[src/common/shrp_regs.vh]
// register map, command layout and timing constants of the serial host port
// Functional notes
// - host port active only while mode select low
// - mode select high: pins become boundary-scan port
// - test mode enables scan instead of register access
// - serial out high impedance unless selected; the code drives it all the time in scan mode
// - one 16-bit data word follows command
// - command msb first: rw, 9 reserved, address
// - serial input sampled on rising clock edge
// - read msb driven after command's last falling edge
// - remaining read bits shift on falling edges
// - every register individually addressable
// - narrow status registers may share one address
`ifndef SHRP_REGS_VH
`define SHRP_REGS_VH
// ============================================================
// register indices
`define SHRP_ADDR_FEATURE_OFF 6'h00
`define SHRP_ADDR_FAULT_FLAGS 6'h01
`define SHRP_ADDR_CHECK_FLAGS 6'h03
`define SHRP_ADDR_PIC_STD 6'h04
`define SHRP_ADDR_ANC_FIRST 6'h05
`define SHRP_ADDR_ANC_LAST 6'h09
`define SHRP_ADDR_PAYLOAD_FIRST 6'h12
`define SHRP_ADDR_PAYLOAD_LAST 6'h13
`define SHRP_ADDR_RASTER_FIRST 6'h14
`define SHRP_ADDR_RASTER_LAST 6'h17
`define SHRP_ADDR_REGION_FIRST 6'h18
`define SHRP_ADDR_REGION_LAST 6'h25
`define SHRP_ADDR_FAULT_EN 6'h26
// ============================================================
// command word layout
`define SHRP_CMD_RW_BIT 15
`define SHRP_CMD_ADDR_MSB 5
`define SHRP_RW_READ 1'b1
`define SHRP_WORD_BITS 5'h10
// ============================================================
// reset values of writable storage
`define SHRP_RESET_WORD 16'h0000
// ============================================================
// burst clock limit, kHz, and least system cycles per burst half period
`define SHRP_BURST_MAX_KHZ 6600
`define SHRP_SYS_KHZ 25000
`define SHRP_MIN_HALF_CYC ((`SHRP_SYS_KHZ / `SHRP_BURST_MAX_KHZ) / 2)
`endif

[src/verilog/shrp_port.v]
// serial host register port: shift engine and register storage
`timescale 1ns/1ns
`include "shrp_regs.vh"
module shrp_port (
  input wire CLK_SYS_IN,
  input wire RESET_IN,
  input wire MODE_TEST_IN,
  input wire BURST_CLK_IN,
  input wire SELECT_N_IN,
  input wire HOST_SERIAL_IN,
  output reg HOST_SERIAL_OUT,
  output reg HOST_SERIAL_OE_OUT,
  output reg SCAN_ENABLE_OUT,
  output reg SCAN_CLK_OUT,
  output reg SCAN_MODE_SEL_OUT,
  output reg SCAN_DATA_IN_OUT,
  input wire SCAN_DATA_OUT_IN,
  input wire [15:0] FAULT_FLAGS_IN,
  input wire [15:0] CHECK_FLAGS_IN,
  input wire [15:0] PIC_STD_IN,
  input wire [31:0] PAYLOAD_IN,
  input wire [63:0] RASTER_IN,
  output reg [15:0] FEATURE_OFF_OUT,
  output reg [15:0] FAULT_EN_OUT,
  output reg [79:0] ANC_IDS_OUT,
  output reg [223:0] REGION_OUT
);
  // ============================================================
  // input synchronisers: two flops each, second stage only is read
  reg [4:0] sync1_ff; // first stage
  reg [4:0] sync2_ff; // second stage
  reg clk_old_ff; // previous synced burst clock, for edge finding
  // reset puts every synced pin at its idle level: select high, and
  // burst clock, mode and data low, so no false edge follows reset
  // and the scan outputs stay quiet until the mode pin is really high
  always @(posedge CLK_SYS_IN) begin
    if (RESET_IN) begin
      sync1_ff <= 5'h08;
      sync2_ff <= 5'h08;
      clk_old_ff <= 1'b0;
    end else begin
      sync1_ff <= {MODE_TEST_IN, SELECT_N_IN, BURST_CLK_IN,
                   HOST_SERIAL_IN, SCAN_DATA_OUT_IN};
      sync2_ff <= sync1_ff;
      clk_old_ff <= sync2_ff[2];
    end
  end
  wire test_mode = sync2_ff[4]; // mode select level
  wire sel_n = sync2_ff[3]; // synced select
  wire bclk = sync2_ff[2]; // synced burst clock
  wire sdi = sync2_ff[1]; // synced serial input
  wire tdo_s = sync2_ff[0]; // synced scan return data
  wire port_on = ~test_mode & ~sel_n;
  // edges of the burst clock found in the system clock domain; a
  // burst half period must span at least one system cycle
  // the old value resets low, the idle level of the burst clock
  wire rise = bclk & ~clk_old_ff;
  wire fall = ~bclk & clk_old_ff;
  // ============================================================
  // shift state
  reg [4:0] cnt_ff; // bits taken in current word
  reg phase_ff; // 0 command, 1 data
  reg rd_ff; // latched read flag
  reg [5:0] addr_ff; // latched address
  reg [15:0] sh_ff; // input shifter
  reg [15:0] out_ff; // read data shifter
  reg done_ff; // data word finished, further bits ignored
  // read mux over all mapped addresses
  // it is used on the last command bit, so the address is formed from
  // the shifter and the live input bit; packed ranges are indexed by
  // their offset from the first address of the range
  reg [15:0] rdata;
  reg mapped; // address hit
  wire [5:0] cmd_addr = {sh_ff[4:0], sdi};
  always @* begin
    rdata = 16'h0000;
    mapped = 1'b1;
    if (cmd_addr == `SHRP_ADDR_FEATURE_OFF) begin
      rdata = FEATURE_OFF_OUT;
    end else if (cmd_addr == `SHRP_ADDR_FAULT_FLAGS) begin
      rdata = FAULT_FLAGS_IN; // packed flags share one address
    end else if (cmd_addr == `SHRP_ADDR_CHECK_FLAGS) begin
      rdata = CHECK_FLAGS_IN;
    end else if (cmd_addr == `SHRP_ADDR_PIC_STD) begin
      rdata = PIC_STD_IN;
    end else if (cmd_addr >= `SHRP_ADDR_ANC_FIRST &&
                 cmd_addr <= `SHRP_ADDR_ANC_LAST) begin
      rdata = ANC_IDS_OUT[(cmd_addr - `SHRP_ADDR_ANC_FIRST)*16 +: 16];
    end else if (cmd_addr >= `SHRP_ADDR_PAYLOAD_FIRST &&
                 cmd_addr <= `SHRP_ADDR_PAYLOAD_LAST) begin
      rdata = PAYLOAD_IN[(cmd_addr - `SHRP_ADDR_PAYLOAD_FIRST)*16 +: 16];
    end else if (cmd_addr >= `SHRP_ADDR_RASTER_FIRST &&
                 cmd_addr <= `SHRP_ADDR_RASTER_LAST) begin
      rdata = RASTER_IN[(cmd_addr - `SHRP_ADDR_RASTER_FIRST)*16 +: 16];
    end else if (cmd_addr >= `SHRP_ADDR_REGION_FIRST &&
                 cmd_addr <= `SHRP_ADDR_REGION_LAST) begin
      rdata = REGION_OUT[(cmd_addr - `SHRP_ADDR_REGION_FIRST)*16 +: 16];
    end else if (cmd_addr == `SHRP_ADDR_FAULT_EN) begin
      rdata = FAULT_EN_OUT;
    end else begin
      mapped = 1'b0;
      rdata = 16'h0000;
    end
  end
  // ============================================================
  // command and data shifting; deselect aborts and rearms
  wire [15:0] wword = {sh_ff[14:0], sdi}; // completed write word
  // the read word is snapshotted when the command ends, so a status
  // input that moves during the data word cannot tear the word
  // the first falling edge after the command is skipped: it only ends
  // the command's last bit, and the msb must stand until the host's
  // next rising edge
  // cnt_ff counts rising edges and wraps after each sixteen-bit word
  always @(posedge CLK_SYS_IN) begin
    // deselect or scan mode clears the engine, so every access starts
    // from bit zero whatever the previous host left behind
    if (RESET_IN || !port_on) begin
      cnt_ff <= 5'h00;
      phase_ff <= 1'b0;
      rd_ff <= 1'b0;
      addr_ff <= 6'h00;
      sh_ff <= 16'h0000;
      out_ff <= 16'h0000;
      done_ff <= 1'b0;
    end else if (rise && !done_ff) begin
      sh_ff <= wword; // msb first
      if (cnt_ff == `SHRP_WORD_BITS - 5'h01) begin
        cnt_ff <= 5'h00;
        if (!phase_ff) begin
          // end of command word
          phase_ff <= 1'b1;
          rd_ff <= sh_ff[14] == `SHRP_RW_READ;
          addr_ff <= cmd_addr;
          out_ff <= mapped ? rdata : 16'h0000;
        end else begin
          done_ff <= 1'b1; // one data word only
        end
      end else begin
        cnt_ff <= cnt_ff + 5'h01;
      end
    end else if (fall && phase_ff && rd_ff && cnt_ff != 5'h00) begin
      out_ff <= {out_ff[14:0], 1'b0};
    end
  end
  // ============================================================
  // writable register storage, updated when a write data word ends
  // writes land only on the sixteenth data bit, so a host that drops
  // select early leaves every register untouched
  // reads never reach the storage, only the snapshot shifter
  wire wr_done = port_on && rise && !done_ff && phase_ff && !rd_ff &&
                 cnt_ff == `SHRP_WORD_BITS - 5'h01;
  genvar gi;
  generate
    // one storage word per ancillary match id
    for (gi = 0; gi < 5; gi = gi + 1) begin : g_anc
      localparam [31:0] anc_at = `SHRP_ADDR_ANC_FIRST + gi; // word address
      always @(posedge CLK_SYS_IN) begin
        if (RESET_IN) begin
          ANC_IDS_OUT[gi*16 +: 16] <= `SHRP_RESET_WORD;
        end else if (wr_done && addr_ff == anc_at[5:0]) begin
          ANC_IDS_OUT[gi*16 +: 16] <= wword;
        end
      end
    end
    // one storage word per checkword region limit
    for (gi = 0; gi < 14; gi = gi + 1) begin : g_region
      localparam [31:0] region_at = `SHRP_ADDR_REGION_FIRST + gi; // address
      always @(posedge CLK_SYS_IN) begin
        if (RESET_IN) begin
          REGION_OUT[gi*16 +: 16] <= `SHRP_RESET_WORD;
        end else if (wr_done && addr_ff == region_at[5:0]) begin
          REGION_OUT[gi*16 +: 16] <= wword;
        end
      end
    end
  endgenerate
  // single registers; unmapped and read-only addresses ignore writes
  // read-only and unmapped addresses have no storage here, so a
  // write to them falls through without any effect
  always @(posedge CLK_SYS_IN) begin
    if (RESET_IN) begin
      FEATURE_OFF_OUT <= `SHRP_RESET_WORD;
      FAULT_EN_OUT <= `SHRP_RESET_WORD;
    end else if (wr_done) begin
      if (addr_ff == `SHRP_ADDR_FEATURE_OFF) begin
        FEATURE_OFF_OUT <= wword;
      end
      if (addr_ff == `SHRP_ADDR_FAULT_EN) begin
        FAULT_EN_OUT <= wword;
      end
    end
  end
  // ============================================================
  // pin outputs: outside scan mode, serial out driven only while selected in read data
  // in scan mode the shared pins are only routed; the scan engine
  // itself sits outside this block, and its data leaves on the
  // serial out pin, which is then driven all the time
  // the enable drops once select rises, so a second device on the
  // shared line can answer right after
  always @(posedge CLK_SYS_IN) begin
    if (RESET_IN) begin
      HOST_SERIAL_OUT <= 1'b0;
      HOST_SERIAL_OE_OUT <= 1'b0;
      SCAN_ENABLE_OUT <= 1'b0;
      SCAN_CLK_OUT <= 1'b0;
      SCAN_MODE_SEL_OUT <= 1'b0;
      SCAN_DATA_IN_OUT <= 1'b0;
    end else begin
      SCAN_ENABLE_OUT <= test_mode;
      SCAN_CLK_OUT <= test_mode & bclk; // shared pin becomes scan clock
      SCAN_MODE_SEL_OUT <= test_mode & sel_n; // select pin as mode sel
      SCAN_DATA_IN_OUT <= test_mode & sdi;
      if (test_mode) begin
        HOST_SERIAL_OUT <= tdo_s; // scan data returns on serial out pin
        HOST_SERIAL_OE_OUT <= 1'b1;
      end else begin
        HOST_SERIAL_OUT <= out_ff[15];
        HOST_SERIAL_OE_OUT <= port_on & phase_ff & rd_ff & ~done_ff;
      end
    end
  end
endmodule

[config.mk]
export PLATFORM = sky130hd
export DESIGN_NAME = shrp_port
export DESIGN_NICKNAME = d
export VERILOG_FILES = /design/src/verilog/shrp_port.v
export VERILOG_INCLUDE_DIRS = /design/src /design/src/common
export SDC_FILE = /design/constraint.sdc
export NUM_CORES = 1
export LEC_CHECK = 0
export BUFFER_PORTS_ARGS = -buffer_cell sky130_fd_sc_hd__buf_4
export CAP_MARGIN = 20
export CORE_UTILIZATION = 35
export DETAILED_ROUTE_END_ITERATION = 16
export GPL_TIMING_DRIVEN = 1
export PLACE_DENSITY = 0.68
export SLEW_MARGIN = 5
export SYNTH_ARGS = -nofsm -noshare
export SYNTH_HDL_FRONTEND = slang
export SYNTH_SLANG_ARGS = --single-unit
[constraint.sdc]
create_clock -name CLK_SYS_IN -period 3.4 [get_ports CLK_SYS_IN]
set_input_delay 0.17 -clock CLK_SYS_IN [delete_from_list [all_inputs] [get_ports CLK_SYS_IN]]
set_output_delay 0.17 -clock CLK_SYS_IN [all_outputs]
set_load 0.02 [all_outputs]
# ---- Word level (Yosys, flattened, before mapping)
# Index checks and enable logic that the tools add are counted.
dict set report word_totals {
  reg_bits 398
  in_bits 151
  out_inout_bits 342
  wordCells 168
}
dict set report classes {
  n_addsub 5
  order_cmp 8
  n_eq_ne 27
  n_shift 4
  muxes 26
  bitwise_logic 15
  n_reduce_logical 46
}
# operator n
set ops {}
lappend ops {{$mux W16} 14}
lappend ops {{$shiftx A224 B33 Y16} 1}
lappend ops {{$shiftx A80 B33 Y16} 1}
lappend ops {{$shiftx A64 B33 Y16} 1}
lappend ops {{$eq A6 B5 Y1 const B} 8}
lappend ops {{$eq A6 B6 Y1 const B} 8}
lappend ops {{$shiftx A32 B33 Y16} 1}
lappend ops {{$logic_and A1 B1 Y1} 32}
lappend ops {{$eq A6 B3 Y1 const B} 4}
lappend ops {{$sub A6 B5 Y7 const B} 3}
lappend ops {{$ge A6 B5 Y1 const B} 3}
lappend ops {{$eq A6 B4 Y1 const B} 2}
lappend ops {{$le A6 B5 Y1 const B} 2}
lappend ops {{$logic_not A6 Y1} 2}
lappend ops {{$mux W1} 11}
lappend ops {{$and A1 B1 Y1} 9}
lappend ops {{$reduce_and A3 Y1} 3}
lappend ops {{$sub A6 B3 Y7 const B} 1}
lappend ops {{$eq A6 B1 Y1 const B} 1}
lappend ops {{$eq A6 B2 Y1 const B} 1}
lappend ops {{$ge A6 B3 Y1 const B} 1}
lappend ops {{$le A6 B4 Y1 const B} 1}
lappend ops {{$le A6 B6 Y1 const B} 1}
lappend ops {{$not A1 Y1} 6}
lappend ops {{10 further kinds} 14}

# ---- Longest topological paths before layout
dict set report depth {
  depth_word 14
  depth_mapped 13
  mapped_depth_nobuf 9
}

# ---- Worst setup path after synthesis
# OpenSTA, ideal clock, no wires.
dict set report synth_path {
  path_type {register to register}
  start {register sh_ff[0]}
  end {register out_ff[13]}
  setup_time_ns 0.125
  arrival_time_ns 3.048
  t_required_ns 3.275
  setup_slack_ns 0.228
  stages_incl_launch_ff 13
  n_path_buf 5
  synth_period_minus_slack_ns 3.172
  path_cell_list {dfxtp_1 > buf_2 > buf_2 > clkinv_1 > clkbuf_1 > ha_1 > clkbuf_1 > clkbuf_1 > mux4_2 > a22oi_1 > o31ai_1 > a32oi_1 > o21ai_1}
}
dict set report synth_via {
  elab_chain_len 14
  elab_cells_between_ends 47
  cone_classes {add/sub: 4; order compare: 8; eq/ne: 4; shift: 4; mux: 22; reduce/logical: 5}
}
# element line_no
set synth_lines {}
lappend synth_lines {{from (decl)} shrp_port.v:65} ;# reg [15:0] sh_ff;
lappend synth_lines {{from (signal assigned)} shrp_port.v:126} ;# sh_ff <= wword;
lappend synth_lines {{$sub A6 B5 Y7 (no source line) (tied with other cells)} -}
lappend synth_lines {{$shiftx A224 B33 Y16 (tied with other cells)} shrp_port.v:97} ;# rdata = REGION_OUT[(cmd_addr - `SHRP_ADDR_REGION_FIRST)*16 +: 16];
lappend synth_lines {{$mux W16 / $mux W1 (equally long branches)} shrp_port.v:95} ;# end else if (cmd_addr >= `SHRP_ADDR_REGION_FIRST &&
lappend synth_lines {{$mux W16 / $mux W1 (equally long branches)} shrp_port.v:92} ;# end else if (cmd_addr >= `SHRP_ADDR_RASTER_FIRST &&
lappend synth_lines {{$mux W16 / $mux W1 (equally long branches)} shrp_port.v:89} ;# end else if (cmd_addr >= `SHRP_ADDR_PAYLOAD_FIRST &&
lappend synth_lines {{$mux W16 / $mux W1 (equally long branches)} shrp_port.v:86} ;# end else if (cmd_addr >= `SHRP_ADDR_ANC_FIRST &&
lappend synth_lines {{$mux W16 / $mux W1 (equally long branches)} shrp_port.v:84} ;# end else if (cmd_addr == `SHRP_ADDR_PIC_STD) begin
lappend synth_lines {{$mux W16 / $mux W1 (equally long branches)} shrp_port.v:82} ;# end else if (cmd_addr == `SHRP_ADDR_CHECK_FLAGS) begin
lappend synth_lines {{$mux W16 / $mux W1 (equally long branches)} shrp_port.v:80} ;# end else if (cmd_addr == `SHRP_ADDR_FAULT_FLAGS) begin
lappend synth_lines {{$mux W16 / $mux W1 (equally long branches)} shrp_port.v:78} ;# if (cmd_addr == `SHRP_ADDR_FEATURE_OFF) begin
lappend synth_lines {{$mux W16 (*)} shrp_port.v:134} ;# out_ff <= mapped ? rdata : 16'h0000;
lappend synth_lines {{$mux W16 (*)} shrp_port.v:129} ;# if (!phase_ff) begin
lappend synth_lines {{$mux W16 (*)} shrp_port.v:127} ;# if (cnt_ff == `SHRP_WORD_BITS - 5'h01) begin
lappend synth_lines {{$mux W16 (*)} shrp_port.v:125} ;# end else if (rise && !done_ff) begin
lappend synth_lines {{to (signal assigned)} shrp_port.v:134}
lappend synth_lines {{to (signal assigned)} shrp_port.v:142} ;# out_ff <= {out_ff[14:0], 1'b0};
lappend synth_lines {{to (decl)} shrp_port.v:66} ;# reg [15:0] out_ff;
# Mark *: on every way between the ends. The rest lies on a longest branch, timed or not. The select of a mux whose other input is x is not followed.
# A chain may end at the register's enable or synchronous reset.

# ---- Worst setup path after layout
dict set report layout_path {
  start {register sh_ff[2]}
  end {register out_ff[14]}
}
# The elaborated chain is that of the path after synthesis.

==> results.yml <==
sta:
  report.final.slew_viol_count: 0
  fin_crit_ns: 3.20
  worstMarginPinSlew_ns: 1.27
  fin_setup_tns_ns: 0
  period_share_pct: 94.0
  hold_viol: 0
  rsz0062_at_grt: "no"
  max_freq_ghz: 0.313
  maxSlewHeadroom_pct: 15.6
  hold_slack_ns: 0.0358
  finClkSkew_ns: 0.0314
  setup_viol: 0
synth:
  synth_area_per_cell_um2: 7.97
  syn_area_um2: 19300
  synth_cell_types: 76
  synth_flop_cell: "dfxtp_1"
  synth_edf_count: 0
  synthCells: 2423
  seq_area_frac_synth_pct: 41.2
  synth-async-reset-ratio_pct: 0
  yosys_warnings: 0
  synth_fp_nets: 2593
  synth_seq_cells: 398
power:
  p_sw_mw: 2.36
  power.leakage_nw: 9.21
  clock_power_share_pct: 51.1
  internal_power_mw: 8.08
  seqPwrFrac_pct: 44.8
  pwr-share-comb_pct: 4.1
  powerDensity_nw_per_um2: 409
  swShare_pct: 22.6
  ir_worst_vdd_mv: 0.425
final_layout:
  seqCellArea_um2: 7990
  n_antenna_cell: 0
  multi_input_area_um2: 10500
  fillCellCount: 5233
  final_nets: 3025
  layout.cells.non_filler: 3587
  drive_above_1_share_pct: 27.6
  area_growth_pct: 32.1
critical_path:
  crit_path_start: "sh_ff[2]"
  timing.rr.start: "sh_ff[2]"
  cp_top_family: "compound AO/OA/AOI/OAI gates"
  crit_buf_inv: 3
  start_kind: "register"
  worst-r2r-setup-slack_ns: 0.20
  cp_data_required_time_ns: 3.84
  path_class: "register to register"
  cp_max_fo: 17
  critPathSlowestCell: "o311ai_0"
  cp-end-kind: "register"
  worstPathCellList: "buf_4, ha_1, inv_1, ha_1, nor2b_1, buf_4, nor2_1, and2_1, a221o_1, o311ai_0, o21ai_0"
  critPathMaxStageDelay_ns: 0.60
  cp.arrival_ns: 3.64
clock_network:
  clock-sinks: 398
  cts_buffers: 47
  cts_root_buffer: "clkbuf_16"
  clkLatencyLatePin_ns: 0.60
  cts_buffer_depth: 3
  clkTransAtPathRegs_ns: 0.06
  h-tree-depth: 2
  cts_tree: "built"
  post_cts_resized: 0
global_route:
  grt_antenna_before_repair: 1
  grt_pass1_vias: 19200
  overflow: 0
  grt_max_degree: 220
  grt_pass1_wl_mm: 129
  grtUsageTotal_pct: 30.6
detailed_routing:
  drc: 0
  drtPass1Iterations: 6
  wirelength_mm: 89.8
  postRouteAntennaNets: 0
  vias_per_cell: 5.73
  drt_first_iter_violations: 2485
  num_vias: 20500
  post_drt_wl_per_cell_um: 25.0
floorplanning:
  die_h_um: 237
  die_area_um2: 56200
  die_w_um: 237
  placementRows: 85
  pin_count: 493
  core-area_um2: 54100
  start_util_pct: 35.7
status:
  status: "finished, final reports clean"
placement:
  place.detailed.hpwl_mm: 65.1
  gp_congestion: 1.01
  dp.cells: 3496
  io_buffers: 492
hold_path:
  hold_start: "FAULT_FLAGS_IN[7]"
  hp-class: "primary input to register"
run:
  drv_cap: 0
[area by class of cell]
type / count / share of cell area, %
multi-input cells: 1803 / 41.0
flip-flops and latches: 398 / 31.3
well taps: 696 / 3.41
inverters: 20 / 0.294
clock inverters: 13 / 0.765
clock buffers: 72 / 5.65
repair buffers: 585 / 17.6
[state kept, by name (all words and copies together) (netlist names)]
name,cells
SCAN_MODE_SEL_OUT,1
FAULT_EN_OUT,16
REGION_OUT,224
FEATURE_OFF_OUT,16
phase_ff,1
ANC_IDS_OUT,80
done_ff,1
out_ff,16
sh_ff,15
addr_ff,6
clk_old_ff,1
HOST_SERIAL_OE_OUT,1
SCAN_DATA_IN_OUT,1
HOST_SERIAL_OUT,1
sync2_ff,5
SCAN_ENABLE_OUT,1
rd_ff,1
sync1_ff,5
SCAN_CLK_OUT,1
cnt_ff,5
[logic make-up after synthesis]
kind of cell | share of synthesized area (%)
AO/OA/AOI/OAI | 19.3
XOR/XNOR | 0.136
adder cells (fa/ha/maj) | 1.23
buffers and inverters | 4.68
flip-flops | 41.2
multiplexers | 11.5
AND/OR/NAND/NOR | 21.9
[layout by cell type, fill, tap and decap left out, drive strengths merged, types with 10 or more instances in the layout]
cell type,n
buf,579
and2,10
nand2,795
nor2b,20
o31ai,15
a221o,17
inv,21
mux4,47
dfxtp,398
o22ai,36
nor2,82
mux2i,72
o21ai,18
clkbuf,72
nor3,38
a22oi,16
a21oi,401
nand3,21
mux2,40
a221oi,31
o311ai,16
ha,19
[cells in the mapped netlist, types with 6 or more instances]
cell type  instances  share of area, %
nand2_1          794                15
a21oi_1          401                10
dfxtp_1          398                41
clkbuf_1         144               2.8
mux2i_1           72               3.7
nor2_1            69               1.3
buf_2             47               1.2
mux4_2            47               5.5
mux2_2            40               2.3
o22ai_1           36               1.2
a221oi_1          30               1.4
nor3_1            30              0.78
nand3_1           20              0.52
nor2b_1           20              0.65
ha_1              19               1.2
inv_1             19              0.37
a221o_1           17              0.88
a22oi_1           16              0.62
o311ai_0          15              0.68
o31ai_1           15              0.58
and2_1            10              0.32
o21ai_0           10              0.26
a32oi_1            9              0.41
buf_1              9              0.17
o21ai_1            8              0.21
o2bb2ai_1          8              0.36
a311oi_1           7              0.32
nor2_2             7              0.23
nor3b_1            7              0.27
nor2_4             6              0.35
nor3_2             6              0.31
o21bai_1           6              0.23
o221ai_1           6              0.27
[repair_timing]
action | CTS | global route
setup buffers | 0 | 0
hold buffers | 6 | 0
hold endpoints to repair | 51 | 0
[final timing paths]
kind / depth (start not counted) / to
setup / recovery: 11 / out_ff[14]
hold / removal: 5 / out_ff[7]
hold reg to reg: 1 / sync2_ff[3]
setup reg to reg: 11 / out_ff[14]
[worst reg2reg max path: stages, from the launching register on]
cell	delay, ns
dfxtp_1	0.33
buf_4	0.19
ha_1	0.20
inv_1	0.05
ha_1	0.19
nor2b_1	0.27
buf_4	0.22
nor2_1	0.07
and2_1	0.37
a221o_1	0.41
o311ai_0	0.60
o21ai_0	0.14
[per-layer routing]
layer	GRT usage (%)	part of all wire, %	wire, µm
met4	11.9	4.0	3580
met2	50.1	47	42600
met3	7.88	10	9080
met5	0	0	0
met1	38.3	38	34500
[power groups by stage]
| stage | Clock, mW | Combinational, mW | Sequential [mW] |
|---|---|---|---|
| finish | 5.33 | 0.433 | 4.67 |
| global route | 5.57 | 0.453 | 4.67 |
| CTS | 5.37 | 0.427 | 4.67 |
| detailed placement | 0 | 0.420 | 4.78 |
| global placement | 0 | 0.421 | 4.78 |
| floorplan | 0 | 0.181 | 4.78 |
[stage by stage]
| step | cell area (µm²) | util (%) | worst slack [ns] | power (mW) |
|---|---|---|---|---|
| detailed placement | 23800 | 44.0 | 0.236 | 5.20 |
| CTS | 25500 | 47.2 | 0.213 | 10.5 |
| global route | 25500 | 47.2 | 0.0172 | 10.7 |
| finish | 25500 | 47.2 | 0.205 | 10.4 |
| floorplan | 19300 | - | 0.228 | 4.96 |
| global placement | 23800 | 44.0 | 0.278 | 5.20 |
Note: power is estimated with default switching activity, not from simulation.
